--- src/verilog/spi_port_pkg.sv ---
// Purpose: shared constants and carriers for the byte-wide serial port
// Assumes: 32-bit AXI4-Lite register bus, 8-bit registers in the low byte lane
// Notes:   register index times four gives the byte address
package spi_port_pkg;

  // bus geometry
  localparam int unsigned ADDR_W = 5;
  localparam int unsigned DATA_W = 32;

  // register indices and byte addresses
  localparam logic [2:0] IDX_PORT_CONTROL = 3'h0;
  localparam logic [2:0] IDX_IRQ_SETUP    = 3'h1;
  localparam logic [2:0] IDX_FLAG_REPORT  = 3'h2;
  localparam logic [2:0] IDX_SHIFT_DATA   = 3'h3;
  localparam logic [2:0] IDX_EVT_STATUS   = 3'h4;
  localparam logic [2:0] IDX_EVT_MASK     = 3'h5;

  // port_control fields
  localparam int unsigned CTL_RATE_DOUBLE = 7;
  localparam int unsigned CTL_ENABLE      = 6;
  localparam int unsigned CTL_BIT_ORDER   = 5;
  localparam int unsigned CTL_MASTER      = 4;
  localparam int unsigned CTL_CPOL        = 3;
  localparam int unsigned CTL_CPHA        = 2;
  localparam int unsigned CTL_PRESC_HI    = 1;
  localparam int unsigned CTL_PRESC_LO    = 0;

  // irq_setup field
  localparam int unsigned IRQ_LVL_HI = 1;
  localparam int unsigned IRQ_LVL_LO = 0;

  // flag_report fields
  localparam int unsigned FLG_DONE      = 7;
  localparam int unsigned FLG_COLLISION = 6;

  // event status / mask fields
  localparam int unsigned EVT_DONE      = 0;
  localparam int unsigned EVT_COLLISION = 1;
  localparam int unsigned EVT_FAULT     = 2;
  localparam int unsigned EVT_W         = 3;

  // reset values
  localparam logic [7:0]       PORT_CONTROL_RST = 8'h00;
  localparam logic [7:0]       IRQ_SETUP_RST    = 8'h00;
  localparam logic [EVT_W-1:0] EVT_MASK_RST     = 3'h0;

  // serial clock half periods in peripheral clocks (divisor / 2)
  localparam logic [6:0] HALF_DIV4   = 7'h02;
  localparam logic [6:0] HALF_DIV16  = 7'h08;
  localparam logic [6:0] HALF_DIV64  = 7'h20;
  localparam logic [6:0] HALF_DIV128 = 7'h40;
  localparam logic [6:0] HALF_DIV2   = 7'h01;
  localparam logic [6:0] HALF_DIV8   = 7'h04;
  localparam logic [6:0] HALF_DIV32  = 7'h10;

  // index of the last of the 16 clock edges per byte
  localparam logic [3:0] LAST_EDGE = 4'hF;

  // axi responses
  localparam logic [1:0] RESP_OKAY   = 2'h0;
  localparam logic [1:0] RESP_SLVERR = 2'h2;

  typedef enum logic [1:0] {ST_IDLE, ST_MASTER, ST_SLAVE} engine_state_t;

  typedef struct packed {
    logic sck;
    logic mosi;
    logic miso;
    logic ss_n;
  } spi_pins_in_t;

  typedef struct packed {
    logic sck_o;
    logic sck_oe;
    logic mosi_o;
    logic mosi_oe;
    logic miso_o;
    logic miso_oe;
  } spi_pins_out_t;

endpackage

--- src/verilog/spi_status_data_regs.sv ---
// Purpose: byte-wide serial port with control, irq setup, status and data registers
// Assumes: 100 MHz aclk, AXI4-Lite slave, pins synchronised by two flops
// Notes:   ce low freezes all state
//
// Our own choice: register access over AXI4-Lite.
`timescale 1ns/1ns

// Operation
// nonzero irq level enables interrupt, raised while transfer-done flag set
// software writes zeros to reserved irq setup and status bits
// transfer-done flag, status bit 7, set when a full byte shifted
// master with select input driven low also sets transfer-done flag
// interrupt vector acknowledge clears transfer-done flag
// status read with done set, then data access, clears done flag
// data write during a transfer sets collision flag, status bit 6
// collision flag cleared only by status read then data access
// data write starts transmission, byte shifted out serially
// data read returns most recent completely received byte
// control fields: double, enable, lsb-first, master, mode, prescaler
// master clock divides by 4/16/64/128, or 2/8/32/64 when doubled
// mode picks clock idle level and sample on leading or trailing edge
// select input low in master mode clears master bit, falls to slave
// clear sequence only clears flags that were set at status read
module spi_status_data_regs
  import spi_port_pkg::*;
(
  // clock, reset, enable
  input  wire  logic                          aclk,
  input  wire  logic                          aresetn,
  input  wire  logic                          ce,
  // axi4-lite write address
  input  wire  logic                          s_axi_awvalid,
  output logic                                s_axi_awready,
  input  wire  logic [spi_port_pkg::ADDR_W-1:0] s_axi_awaddr,
  // axi4-lite write data
  input  wire  logic                          s_axi_wvalid,
  output logic                                s_axi_wready,
  input  wire  logic [spi_port_pkg::DATA_W-1:0] s_axi_wdata,
  input  wire  logic [3:0]                    s_axi_wstrb,
  // axi4-lite write response
  output logic                                s_axi_bvalid,
  input  wire  logic                          s_axi_bready,
  output logic [1:0]                          s_axi_bresp,
  // axi4-lite read address
  input  wire  logic                          s_axi_arvalid,
  output logic                                s_axi_arready,
  input  wire  logic [spi_port_pkg::ADDR_W-1:0] s_axi_araddr,
  // axi4-lite read data
  output logic                                s_axi_rvalid,
  input  wire  logic                          s_axi_rready,
  output logic [spi_port_pkg::DATA_W-1:0]     s_axi_rdata,
  output logic [1:0]                          s_axi_rresp,
  // serial pins
  input  wire  spi_port_pkg::spi_pins_in_t    pins_i,
  output spi_port_pkg::spi_pins_out_t         pins_o,
  input  wire  logic                          ss_pin_input,
  // interrupt
  input  wire  logic                          irq_ack,
  output logic                                irq,
  output logic [1:0]                          irq_level_sel
);
  import spi_port_pkg::*;

  spi_pins_in_t     pin_s1;
  spi_pins_in_t     pin_s2;
  logic             sck_s3;
  logic [7:0]       port_control;
  logic [7:0]       irq_setup;
  logic             flag_done;
  logic             write_collision_flag;
  logic             armed_done;
  logic             armed_coll;
  logic [EVT_W-1:0] evt_status;
  logic [EVT_W-1:0] evt_mask;
  engine_state_t    state;
  logic [6:0]       div_cnt;
  logic [3:0]       edge_cnt;
  logic             sck_level;
  logic [7:0]       tx_sh;
  logic [7:0]       rx_sh;
  logic [7:0]       rx_buf;
  logic             done_pulse;
  logic             aw_held;
  logic             w_held;
  logic [2:0]       aw_idx;
  logic [7:0]       w_byte;
  logic             w_lane0;
  logic             aw_bad;
  logic [6:0]       half_period;
  logic             busy;
  logic             fault;
  logic             wr_fire;
  logic             rd_fire;
  logic [2:0]       ar_idx;
  logic             wr_data_reg;
  logic             data_access;
  logic             collision;
  logic             edge_evt;
  logic             leading;
  logic             sample;
  logic             in_bit;
  logic [7:0]       rx_next;
  logic             cpol;
  logic             cpha;
  logic             lsb_first;
  logic             is_master;
  logic             enabled;
  logic [7:0]       rd_byte;
  logic             rd_bad;

  function automatic logic [7:0] reverse8(input logic [7:0] v);
    logic [7:0] r;
    r = 8'h00;
    for (int i = 0; i < 8; i++) begin
      r[i] = v[7-i];
    end
    return r;
  endfunction

  assign cpol      = port_control[CTL_CPOL];
  assign cpha      = port_control[CTL_CPHA];
  assign lsb_first = port_control[CTL_BIT_ORDER];
  assign is_master = port_control[CTL_MASTER];
  assign enabled   = port_control[CTL_ENABLE];

  // pin synchronisers
  always_ff @(posedge aclk) begin
    if (!aresetn) begin
      pin_s1 <= '{sck: 1'b0, mosi: 1'b0, miso: 1'b0, ss_n: 1'b1};
      pin_s2 <= '{sck: 1'b0, mosi: 1'b0, miso: 1'b0, ss_n: 1'b1};
      sck_s3 <= 1'b0;
    end else if (ce) begin
      pin_s1 <= pins_i;
      pin_s2 <= pin_s1;
      sck_s3 <= pin_s2.sck;
    end
  end

  // prescaler select
  always_comb begin
    unique case ({port_control[CTL_RATE_DOUBLE], port_control[CTL_PRESC_HI:CTL_PRESC_LO]})
      3'b000:  half_period = HALF_DIV4;
      3'b001:  half_period = HALF_DIV16;
      3'b010:  half_period = HALF_DIV64;
      3'b011:  half_period = HALF_DIV128;
      3'b100:  half_period = HALF_DIV2;
      3'b101:  half_period = HALF_DIV8;
      3'b110:  half_period = HALF_DIV32;
      default: half_period = HALF_DIV64;
    endcase
  end

  // bus decode
  assign wr_fire     = aw_held && w_held && !s_axi_bvalid;
  assign rd_fire     = s_axi_arvalid && s_axi_arready;
  assign ar_idx      = s_axi_araddr[4:2];
  assign wr_data_reg = wr_fire && w_lane0 && (aw_idx == IDX_SHIFT_DATA);
  assign data_access = wr_data_reg || (rd_fire && ar_idx == IDX_SHIFT_DATA);
  assign busy        = (state == ST_MASTER) || (state == ST_SLAVE && edge_cnt != 4'h0);
  // write during transfer
  assign collision   = wr_data_reg && busy;
  // mode fault detect
  assign fault       = enabled && is_master && ss_pin_input && !pin_s2.ss_n;

  // edge timing and sample/setup choice
  assign edge_evt = (state == ST_MASTER) ? (div_cnt == half_period - 7'h01)
                                         : (pin_s2.sck != sck_s3);
  assign leading  = !edge_cnt[0];
  assign sample   = leading ^ cpha;
  assign in_bit   = (state == ST_MASTER) ? pin_s2.miso : pin_s2.mosi;
  assign rx_next  = {rx_sh[6:0], in_bit};

  // shift engine
  always_ff @(posedge aclk) begin
    if (!aresetn) begin
      state      <= ST_IDLE;
      div_cnt    <= 7'h00;
      edge_cnt   <= 4'h0;
      sck_level  <= 1'b0;
      tx_sh      <= 8'h00;
      rx_sh      <= 8'h00;
      rx_buf     <= 8'h00;
      done_pulse <= 1'b0;
    end else if (ce) begin
      done_pulse <= 1'b0;
      // load transmit byte, msb of tx_sh goes out first
      if (wr_data_reg && !busy) begin
        tx_sh <= lsb_first ? reverse8(w_byte) : w_byte;
      end
      unique case (state)
        ST_IDLE: begin
          sck_level <= cpol;
          div_cnt   <= 7'h00;
          edge_cnt  <= 4'h0;
          if (wr_data_reg && enabled && is_master && !fault) begin
            state <= ST_MASTER;
          end else if (enabled && !is_master && !pin_s2.ss_n) begin
            state <= ST_SLAVE;
          end
        end
        ST_MASTER: begin
          // abort on fault
          if (fault || !enabled) begin
            state <= ST_IDLE;
          end else if (edge_evt) begin
            div_cnt   <= 7'h00;
            sck_level <= !sck_level;
            edge_cnt  <= edge_cnt + 4'h1;
            if (sample) begin
              rx_sh <= rx_next;
            end else if (!(cpha && edge_cnt == 4'h0)) begin
              tx_sh <= {tx_sh[6:0], 1'b0};
            end
            // byte complete
            if (edge_cnt == LAST_EDGE) begin
              rx_buf     <= lsb_first ? reverse8(sample ? rx_next : rx_sh)
                                      : (sample ? rx_next : rx_sh);
              done_pulse <= 1'b1;
              state      <= ST_IDLE;
            end
          end else begin
            div_cnt <= div_cnt + 7'h01;
          end
        end
        ST_SLAVE: begin
          // select high drops a partial byte
          if (pin_s2.ss_n || !enabled || is_master) begin
            state    <= ST_IDLE;
            edge_cnt <= 4'h0;
          end else if (edge_evt) begin
            edge_cnt <= edge_cnt + 4'h1;
            if (sample) begin
              rx_sh <= rx_next;
            end else if (!(cpha && edge_cnt == 4'h0)) begin
              tx_sh <= {tx_sh[6:0], 1'b0};
            end
            if (edge_cnt == LAST_EDGE) begin
              // receive buffer update
              rx_buf     <= lsb_first ? reverse8(sample ? rx_next : rx_sh)
                                      : (sample ? rx_next : rx_sh);
              done_pulse <= 1'b1;
            end
          end
        end
      endcase
    end
  end

  // axi write channels
  always_ff @(posedge aclk) begin
    if (!aresetn) begin
      s_axi_awready <= 1'b1;
      s_axi_wready  <= 1'b1;
      s_axi_bvalid  <= 1'b0;
      s_axi_bresp   <= RESP_OKAY;
      aw_held       <= 1'b0;
      w_held        <= 1'b0;
      aw_idx        <= 3'h0;
      aw_bad        <= 1'b0;
      w_byte        <= 8'h00;
      w_lane0       <= 1'b0;
    end else if (ce) begin
      if (s_axi_awvalid && s_axi_awready) begin
        aw_held       <= 1'b1;
        s_axi_awready <= 1'b0;
        aw_idx        <= s_axi_awaddr[4:2];
        aw_bad        <= (s_axi_awaddr[4:2] > IDX_EVT_MASK);
      end
      if (s_axi_wvalid && s_axi_wready) begin
        w_held       <= 1'b1;
        s_axi_wready <= 1'b0;
        w_byte       <= s_axi_wdata[7:0];
        w_lane0      <= s_axi_wstrb[0];
      end
      if (wr_fire) begin
        aw_held      <= 1'b0;
        w_held       <= 1'b0;
        s_axi_bvalid <= 1'b1;
        s_axi_bresp  <= aw_bad ? RESP_SLVERR : RESP_OKAY;
      end
      if (s_axi_bvalid && s_axi_bready) begin
        s_axi_bvalid  <= 1'b0;
        s_axi_awready <= 1'b1;
        s_axi_wready  <= 1'b1;
      end
    end
  end

  // read mux
  always_comb begin
    rd_byte = 8'h00;
    rd_bad  = 1'b0;
    unique case (ar_idx)
      IDX_PORT_CONTROL: rd_byte = port_control;
      IDX_IRQ_SETUP:    rd_byte = irq_setup;
      IDX_FLAG_REPORT:  rd_byte = {flag_done, write_collision_flag, 6'h00};
      // data read
      IDX_SHIFT_DATA:   rd_byte = rx_buf;
      IDX_EVT_STATUS:   rd_byte = {5'h00, evt_status};
      IDX_EVT_MASK:     rd_byte = {5'h00, evt_mask};
      default:          rd_bad  = 1'b1;
    endcase
  end

  // axi read channels
  always_ff @(posedge aclk) begin
    if (!aresetn) begin
      s_axi_arready <= 1'b1;
      s_axi_rvalid  <= 1'b0;
      s_axi_rdata   <= 32'h0000_0000;
      s_axi_rresp   <= RESP_OKAY;
    end else if (ce) begin
      if (rd_fire) begin
        s_axi_arready <= 1'b0;
        s_axi_rvalid  <= 1'b1;
        s_axi_rdata   <= {24'h000000, rd_byte};
        s_axi_rresp   <= rd_bad ? RESP_SLVERR : RESP_OKAY;
      end else if (s_axi_rvalid && s_axi_rready) begin
        s_axi_rvalid  <= 1'b0;
        s_axi_arready <= 1'b1;
      end
    end
  end

  // software registers
  always_ff @(posedge aclk) begin
    if (!aresetn) begin
      port_control <= PORT_CONTROL_RST;
      irq_setup    <= IRQ_SETUP_RST;
      evt_mask     <= EVT_MASK_RST;
    end else if (ce) begin
      // control fields
      if (wr_fire && w_lane0 && aw_idx == IDX_PORT_CONTROL) begin
        port_control <= w_byte;
      end
      // fall back to slave
      if (fault) begin
        port_control[CTL_MASTER] <= 1'b0;
      end
      // reserved bits kept as zero
      if (wr_fire && w_lane0 && aw_idx == IDX_IRQ_SETUP) begin
        irq_setup <= {6'h00, w_byte[IRQ_LVL_HI:IRQ_LVL_LO]};
      end
      if (wr_fire && w_lane0 && aw_idx == IDX_EVT_MASK) begin
        evt_mask <= w_byte[EVT_W-1:0];
      end
    end
  end

  // status flags, set wins over clear
  always_ff @(posedge aclk) begin
    if (!aresetn) begin
      flag_done            <= 1'b0;
      write_collision_flag <= 1'b0;
      armed_done           <= 1'b0;
      armed_coll           <= 1'b0;
    end else if (ce) begin
      // arm only flags set at status read
      if (rd_fire && ar_idx == IDX_FLAG_REPORT) begin
        armed_done <= flag_done;
        armed_coll <= write_collision_flag;
      end else if (data_access) begin
        armed_done <= 1'b0;
        armed_coll <= 1'b0;
      end
      // done flag
      if (done_pulse || fault) begin
        flag_done <= 1'b1;
      end else if (irq_ack || (data_access && armed_done)) begin
        flag_done <= 1'b0;
      end
      // collision flag
      if (collision) begin
        write_collision_flag <= 1'b1;
      end else if (data_access && armed_coll) begin
        write_collision_flag <= 1'b0;
      end
    end
  end

  // sticky events, write one to clear
  always_ff @(posedge aclk) begin
    if (!aresetn) begin
      evt_status <= '0;
    end else if (ce) begin
      for (int i = 0; i < EVT_W; i++) begin
        if ((i == EVT_DONE && done_pulse) || (i == EVT_COLLISION && collision)
            || (i == EVT_FAULT && fault)) begin
          evt_status[i] <= 1'b1;
        end else if (wr_fire && w_lane0 && aw_idx == IDX_EVT_STATUS && w_byte[i]) begin
          evt_status[i] <= 1'b0;
        end
      end
    end
  end

  // registered outputs
  always_ff @(posedge aclk) begin
    if (!aresetn) begin
      irq           <= 1'b0;
      irq_level_sel <= 2'h0;
      pins_o        <= '0;
    end else if (ce) begin
      // interrupt request
      irq           <= ((irq_setup[IRQ_LVL_HI:IRQ_LVL_LO] != 2'h0) && flag_done)
                       || (|(evt_status & evt_mask));
      irq_level_sel <= irq_setup[IRQ_LVL_HI:IRQ_LVL_LO];
      pins_o.sck_o   <= (state == ST_MASTER) ? sck_level : cpol;
      pins_o.sck_oe  <= enabled && is_master;
      pins_o.mosi_o  <= tx_sh[7];
      pins_o.mosi_oe <= enabled && is_master;
      pins_o.miso_o  <= tx_sh[7];
      pins_o.miso_oe <= enabled && !is_master && !pin_s2.ss_n;
    end
  end

endmodule
--- config.mk ---
export PLATFORM = sky130hd
export DESIGN_NAME = spi_status_data_regs
export DESIGN_NICKNAME = d
export VERILOG_FILES = /design/src/verilog/spi_port_pkg.sv /design/src/verilog/spi_status_data_regs.sv
export SDC_FILE = /design/constraint.sdc
export NUM_CORES = 1
export LEC_CHECK = 0
export ABC_AREA = 1
export BUFFER_PORTS_ARGS = -buffer_cell sky130_fd_sc_hd__buf_2
export CORE_UTILIZATION = 55
export DETAILED_ROUTE_END_ITERATION = 12
export GPL_TIMING_DRIVEN = 1
export PLACE_DENSITY = 0.8
export SLEW_MARGIN = 20
export SYNTH_ARGS = -nofsm -noshare
export SYNTH_HDL_FRONTEND = slang
export SYNTH_SLANG_ARGS = --single-unit
--- constraint.sdc ---
create_clock -name aclk -period 2.4 [get_ports aclk]
set_clock_uncertainty 0.05 [all_clocks]
set_input_delay 0.72 -clock aclk [delete_from_list [all_inputs] [get_ports aclk]]
set_output_delay 0.72 -clock aclk [all_outputs]
set_load 0.005 [all_outputs]
==> results by group <==
Status
  • Status: finished clean

Yosys
  • Synth warn: 0
  • Synth area leader: dfxtp_1
  • Top-area cell type share of the netlist area: 39.28%
  • Synth Flop Type: dfxtp_1
  • Synthesized netlist cell count: 780
  • Synth top area cells: dfxtp_1 39%, nand2_1 12%, a21oi_1 8.8%
  • Number of distinct library cells after synthesis: 40
  • Post-synthesis compound-gate area fraction: 21.14%
  • Seq/Total Area, Yosys: 39.28%
  • Synth Register Bits: 105
  • Ys async rst share: 0%
  • Post-Synth XOR/XNOR Area: 0.8183%
  • Largest family of logic cells by synthesized area: simple AND/OR/NAND/NOR gates
  • Average size of a mapped cell: 6.861 sq um
  • Post-synthesis adder-cell area fraction: 1.637%
  • Post-Synth Simple-Gate Area: 25.04%
  • Area of the mapped netlist: 5351 sq um
  • Multiplexer share of the synthesized area: 0%
  • Number of synthesized flops with an enable pin: 0

Critical path
  • Startpoint Class: flip-flop
  • Crit path kind: reg2reg
  • Reg2reg start: port_control[1]
  • Crit. End Element: flip-flop
  • Register-to-Register Path Depth: 17
  • R2r setup slk: 140 ps
  • Critical path fanouts, max: 7
  • CP arrival: 2510 ps
  • Critical R2R Capture: rx_sh[0]
  • Required time worst endpoint: 2660 ps

Drt
  • Vias per cell: 5.372
  • Vias after detailed routing: 5243
  • Drt first pass iters: 6
  • Routed len/inst: 13.57 microns
  • Iteration-0 DRC Markers: 390
  • # DRC: 0
  • Final WL: 13.24 mm
  • Final ANT Viol Nets: 0

Pwr
  • Clock power frac: 32.4%
  • Power Dens Cells: 550.5 nW/um^2
  • Sw Pwr: 0.0009734 W
  • Maximum vdd drop: 288.7 uV
  • Flop pwr share: 55.1%
  • Comb pwr share: 12.5%
  • Switch share: 29.37%
  • Leakage: 2.498 nW
  • Int Pwr: 0.002340 W
  • Tot Pwr: 0.003314 W

Clock network
  • CTS Sinks: 105
  • CTS clk-pin slew, worst paths: 110 ps
  • CTS Buffer Depth: 2
  • H-tree lvl count: 3
  • Hold_buf cts: 0
  • Clock Tree Root: clkbuf_8
  • Worst-Skew Late Latency: 390 ps
  • CTS tree: built
  • CTS Buf Count: 9

Timing
  • Max frequency: 0.4428 GHz
  • Final min period: 2258 ps
  • Max-slew violations: 0
  • Worst-Margin Slew: 624.6 ps
  • Final Setup Violations: 0
  • Worst hold slack: 417.9 ps
  • Slew HR: 58.32%
  • Final Hold Fails: 0
  • RSZ-0062 raised after global routing: true
  • Fin crit share: 94.10%
  • Worst Slack Setup Final: 141.7 ps

Final layout
  • Most frequent cells in the layout: 172 x nand2_1, 103 x dfxtp_1, 94 x a21oi_1
  • Area delta synth->final: 12.49%
  • Layout cell share with drive strength beyond 1: 15.11%
  • Antenna diodes: 0
  • Commonest non-fill, non-tap cell in the layout: nand2_1
  • Final Net Count: 909
  • Final instance area: 6020 sq um
  • Fill count: 825

Floorplanning
  • Die X: 100.6 microns
  • IO Pins: 110
  • Initial core utilization: 57.37%
  • DIE HEIGHT: 100.6 microns
  • Rows: 35
  • Die area: 10130 sq um
  • Core Region: 9328 sq um

Hold path
  • Worst hold endpoint: s_axi_rdata[1]
  • Worst hold path startpoint: s_axi_rdata[1]
  • Hold Path Stages: 2
  • Hold WC Path Type: reg2reg

Place
  • DP Worst Slack: 73.06 ps
  • Dpl hpwl: 9.542 mm
  • I/O Buffers: 52
  • Final GP Congestion: 0.9228
  • Placed Instance Area: 5684 sq um

Global routing
  • Gr usage total: 26.75%
  • Initial antenna violation count: 0
  • Vias in the first global route: 4796
  • First-pass GRT wire length: 21.84 mm
  • Largest net degree at the start of global routing: 30
  • GRT overflow: 0

Run
  • Max-cap viol count: 0
[power by group through the flow]
stage / Combinational [W] / Clock, W / Sequential (W)
detailed placement: 0.000365 / 0 / 0.00186
finish: 0.000416 / 0.00107 / 0.00182
global placement: 0.000353 / 0 / 0.00186
global route: 0.000463 / 0.00115 / 0.00183
floorplan: 0.000280 / 0 / 0.00186
CTS: 0.000368 / 0.00107 / 0.00182
[registers in the layout (all words and copies together), names as in the netlist, 2 cells and up]
signal / flops
aw_idx: 3
rx_buf: 8
pin_s1: 4
pins_o: 4
irq_level_sel: 2
state: 2
evt_mask: 3
w_byte: 8
pin_s2: 4
port_control: 8
rx_sh: 8
irq_setup: 2
edge_cnt: 4
evt_status: 3
s_axi_rdata: 8
tx_sh: 8
div_cnt: 7
[logic make-up (layout without fill, tap and decap cells)]
| kind of cell | after synthesis | after routing |
|---|---|---|
| simple gates | 316 | 317 |
| compound gates | 213 | 213 |
| buf+inv | 133 | 174 |
| flops | 105 | 105 |
| fa+ha+maj | 7 | 7 |
| xor+xnor | 5 | 5 |
| other cells | 1 | 26 |
[worst max path at each step]
stage / slack [ps] / from / end
global placement: 160 / port_control[0] / rx_buf[7]
finish: 140 / port_control[1] / rx_sh[0]
floorplan: 240 / port_control[0] / rx_buf[0]
CTS: 40 / port_control[0] / rx_sh[0]
global route: -90 / port_control[1] / rx_sh[0]
detailed placement: 70 / port_control[0] / rx_sh[0]
[routing by layer]
layer / wire length (microns) / track usage, % / up-vias
met2: 6369 / 44.94 / 169
met3: 708 / 3.537 / 30
met4: 319 / 11.82 / 0
met5: 0 / 0 / -
met1: 5846 / 34.41 / 2386
li1: - / - / 2658
[repair_timing]
action / 4_1_cts / 5_1_grt
buffers inserted: 0 / 9
setup endpoints to repair: 0 / 31
resized for setup: 0 / 17
[synthesized netlist by cell type, types with 7 or more instances]
cell,instances
inv_1,67
clkbuf_1,21
dfxtp_1,105
a21oi_1,94
nor2_1,69
o211ai_1,8
ha_1,7
nand3_1,38
buf_4,28
nand4_1,17
nand2_1,176
o21ai_0,92
[metrics by stage]
step | cells | utilization [%] | setup TNS [ps]
final | 976 | 64.53 | 0
after global routing | 976 | 64.53 | -152.3
after CTS | 966 | 62.91 | 0
after detailed placement | 950 | 60.94 | 0
after global placement | 950 | 60.94 | 0
after floorplan | 805 | - | 0
[cell type report]
type	count	area (sq um)	share of cell area (%)
well taps	129	161.4	2.681
inverters	76	297.8	4.947
flip-flops and latches	105	2105	34.96
repair buffers	82	510.5	8.481
clock buffers	9	123.9	2.058
clock inverters	7	60.06	0.9977
multi-input cells	568	2761	45.87
[worst max-delay path, stage by stage, from the launching register on]
cell and delay (ps):
dfxtp_2 350, nor2_4 140, nand2_2 100, ha_4 230, nand2_2 60, inv_2 30, nor2_2 80, nand2_1 50
nor2_1 80, nand2_1 70, nor2_2 90, nand2_2 90, nand2_4 130, nand2_8 80, clkinv_8 80, nand2_8 60
or2_0 260, a21oi_1 160
No activity file was read; power rests on OpenSTA's default activity.
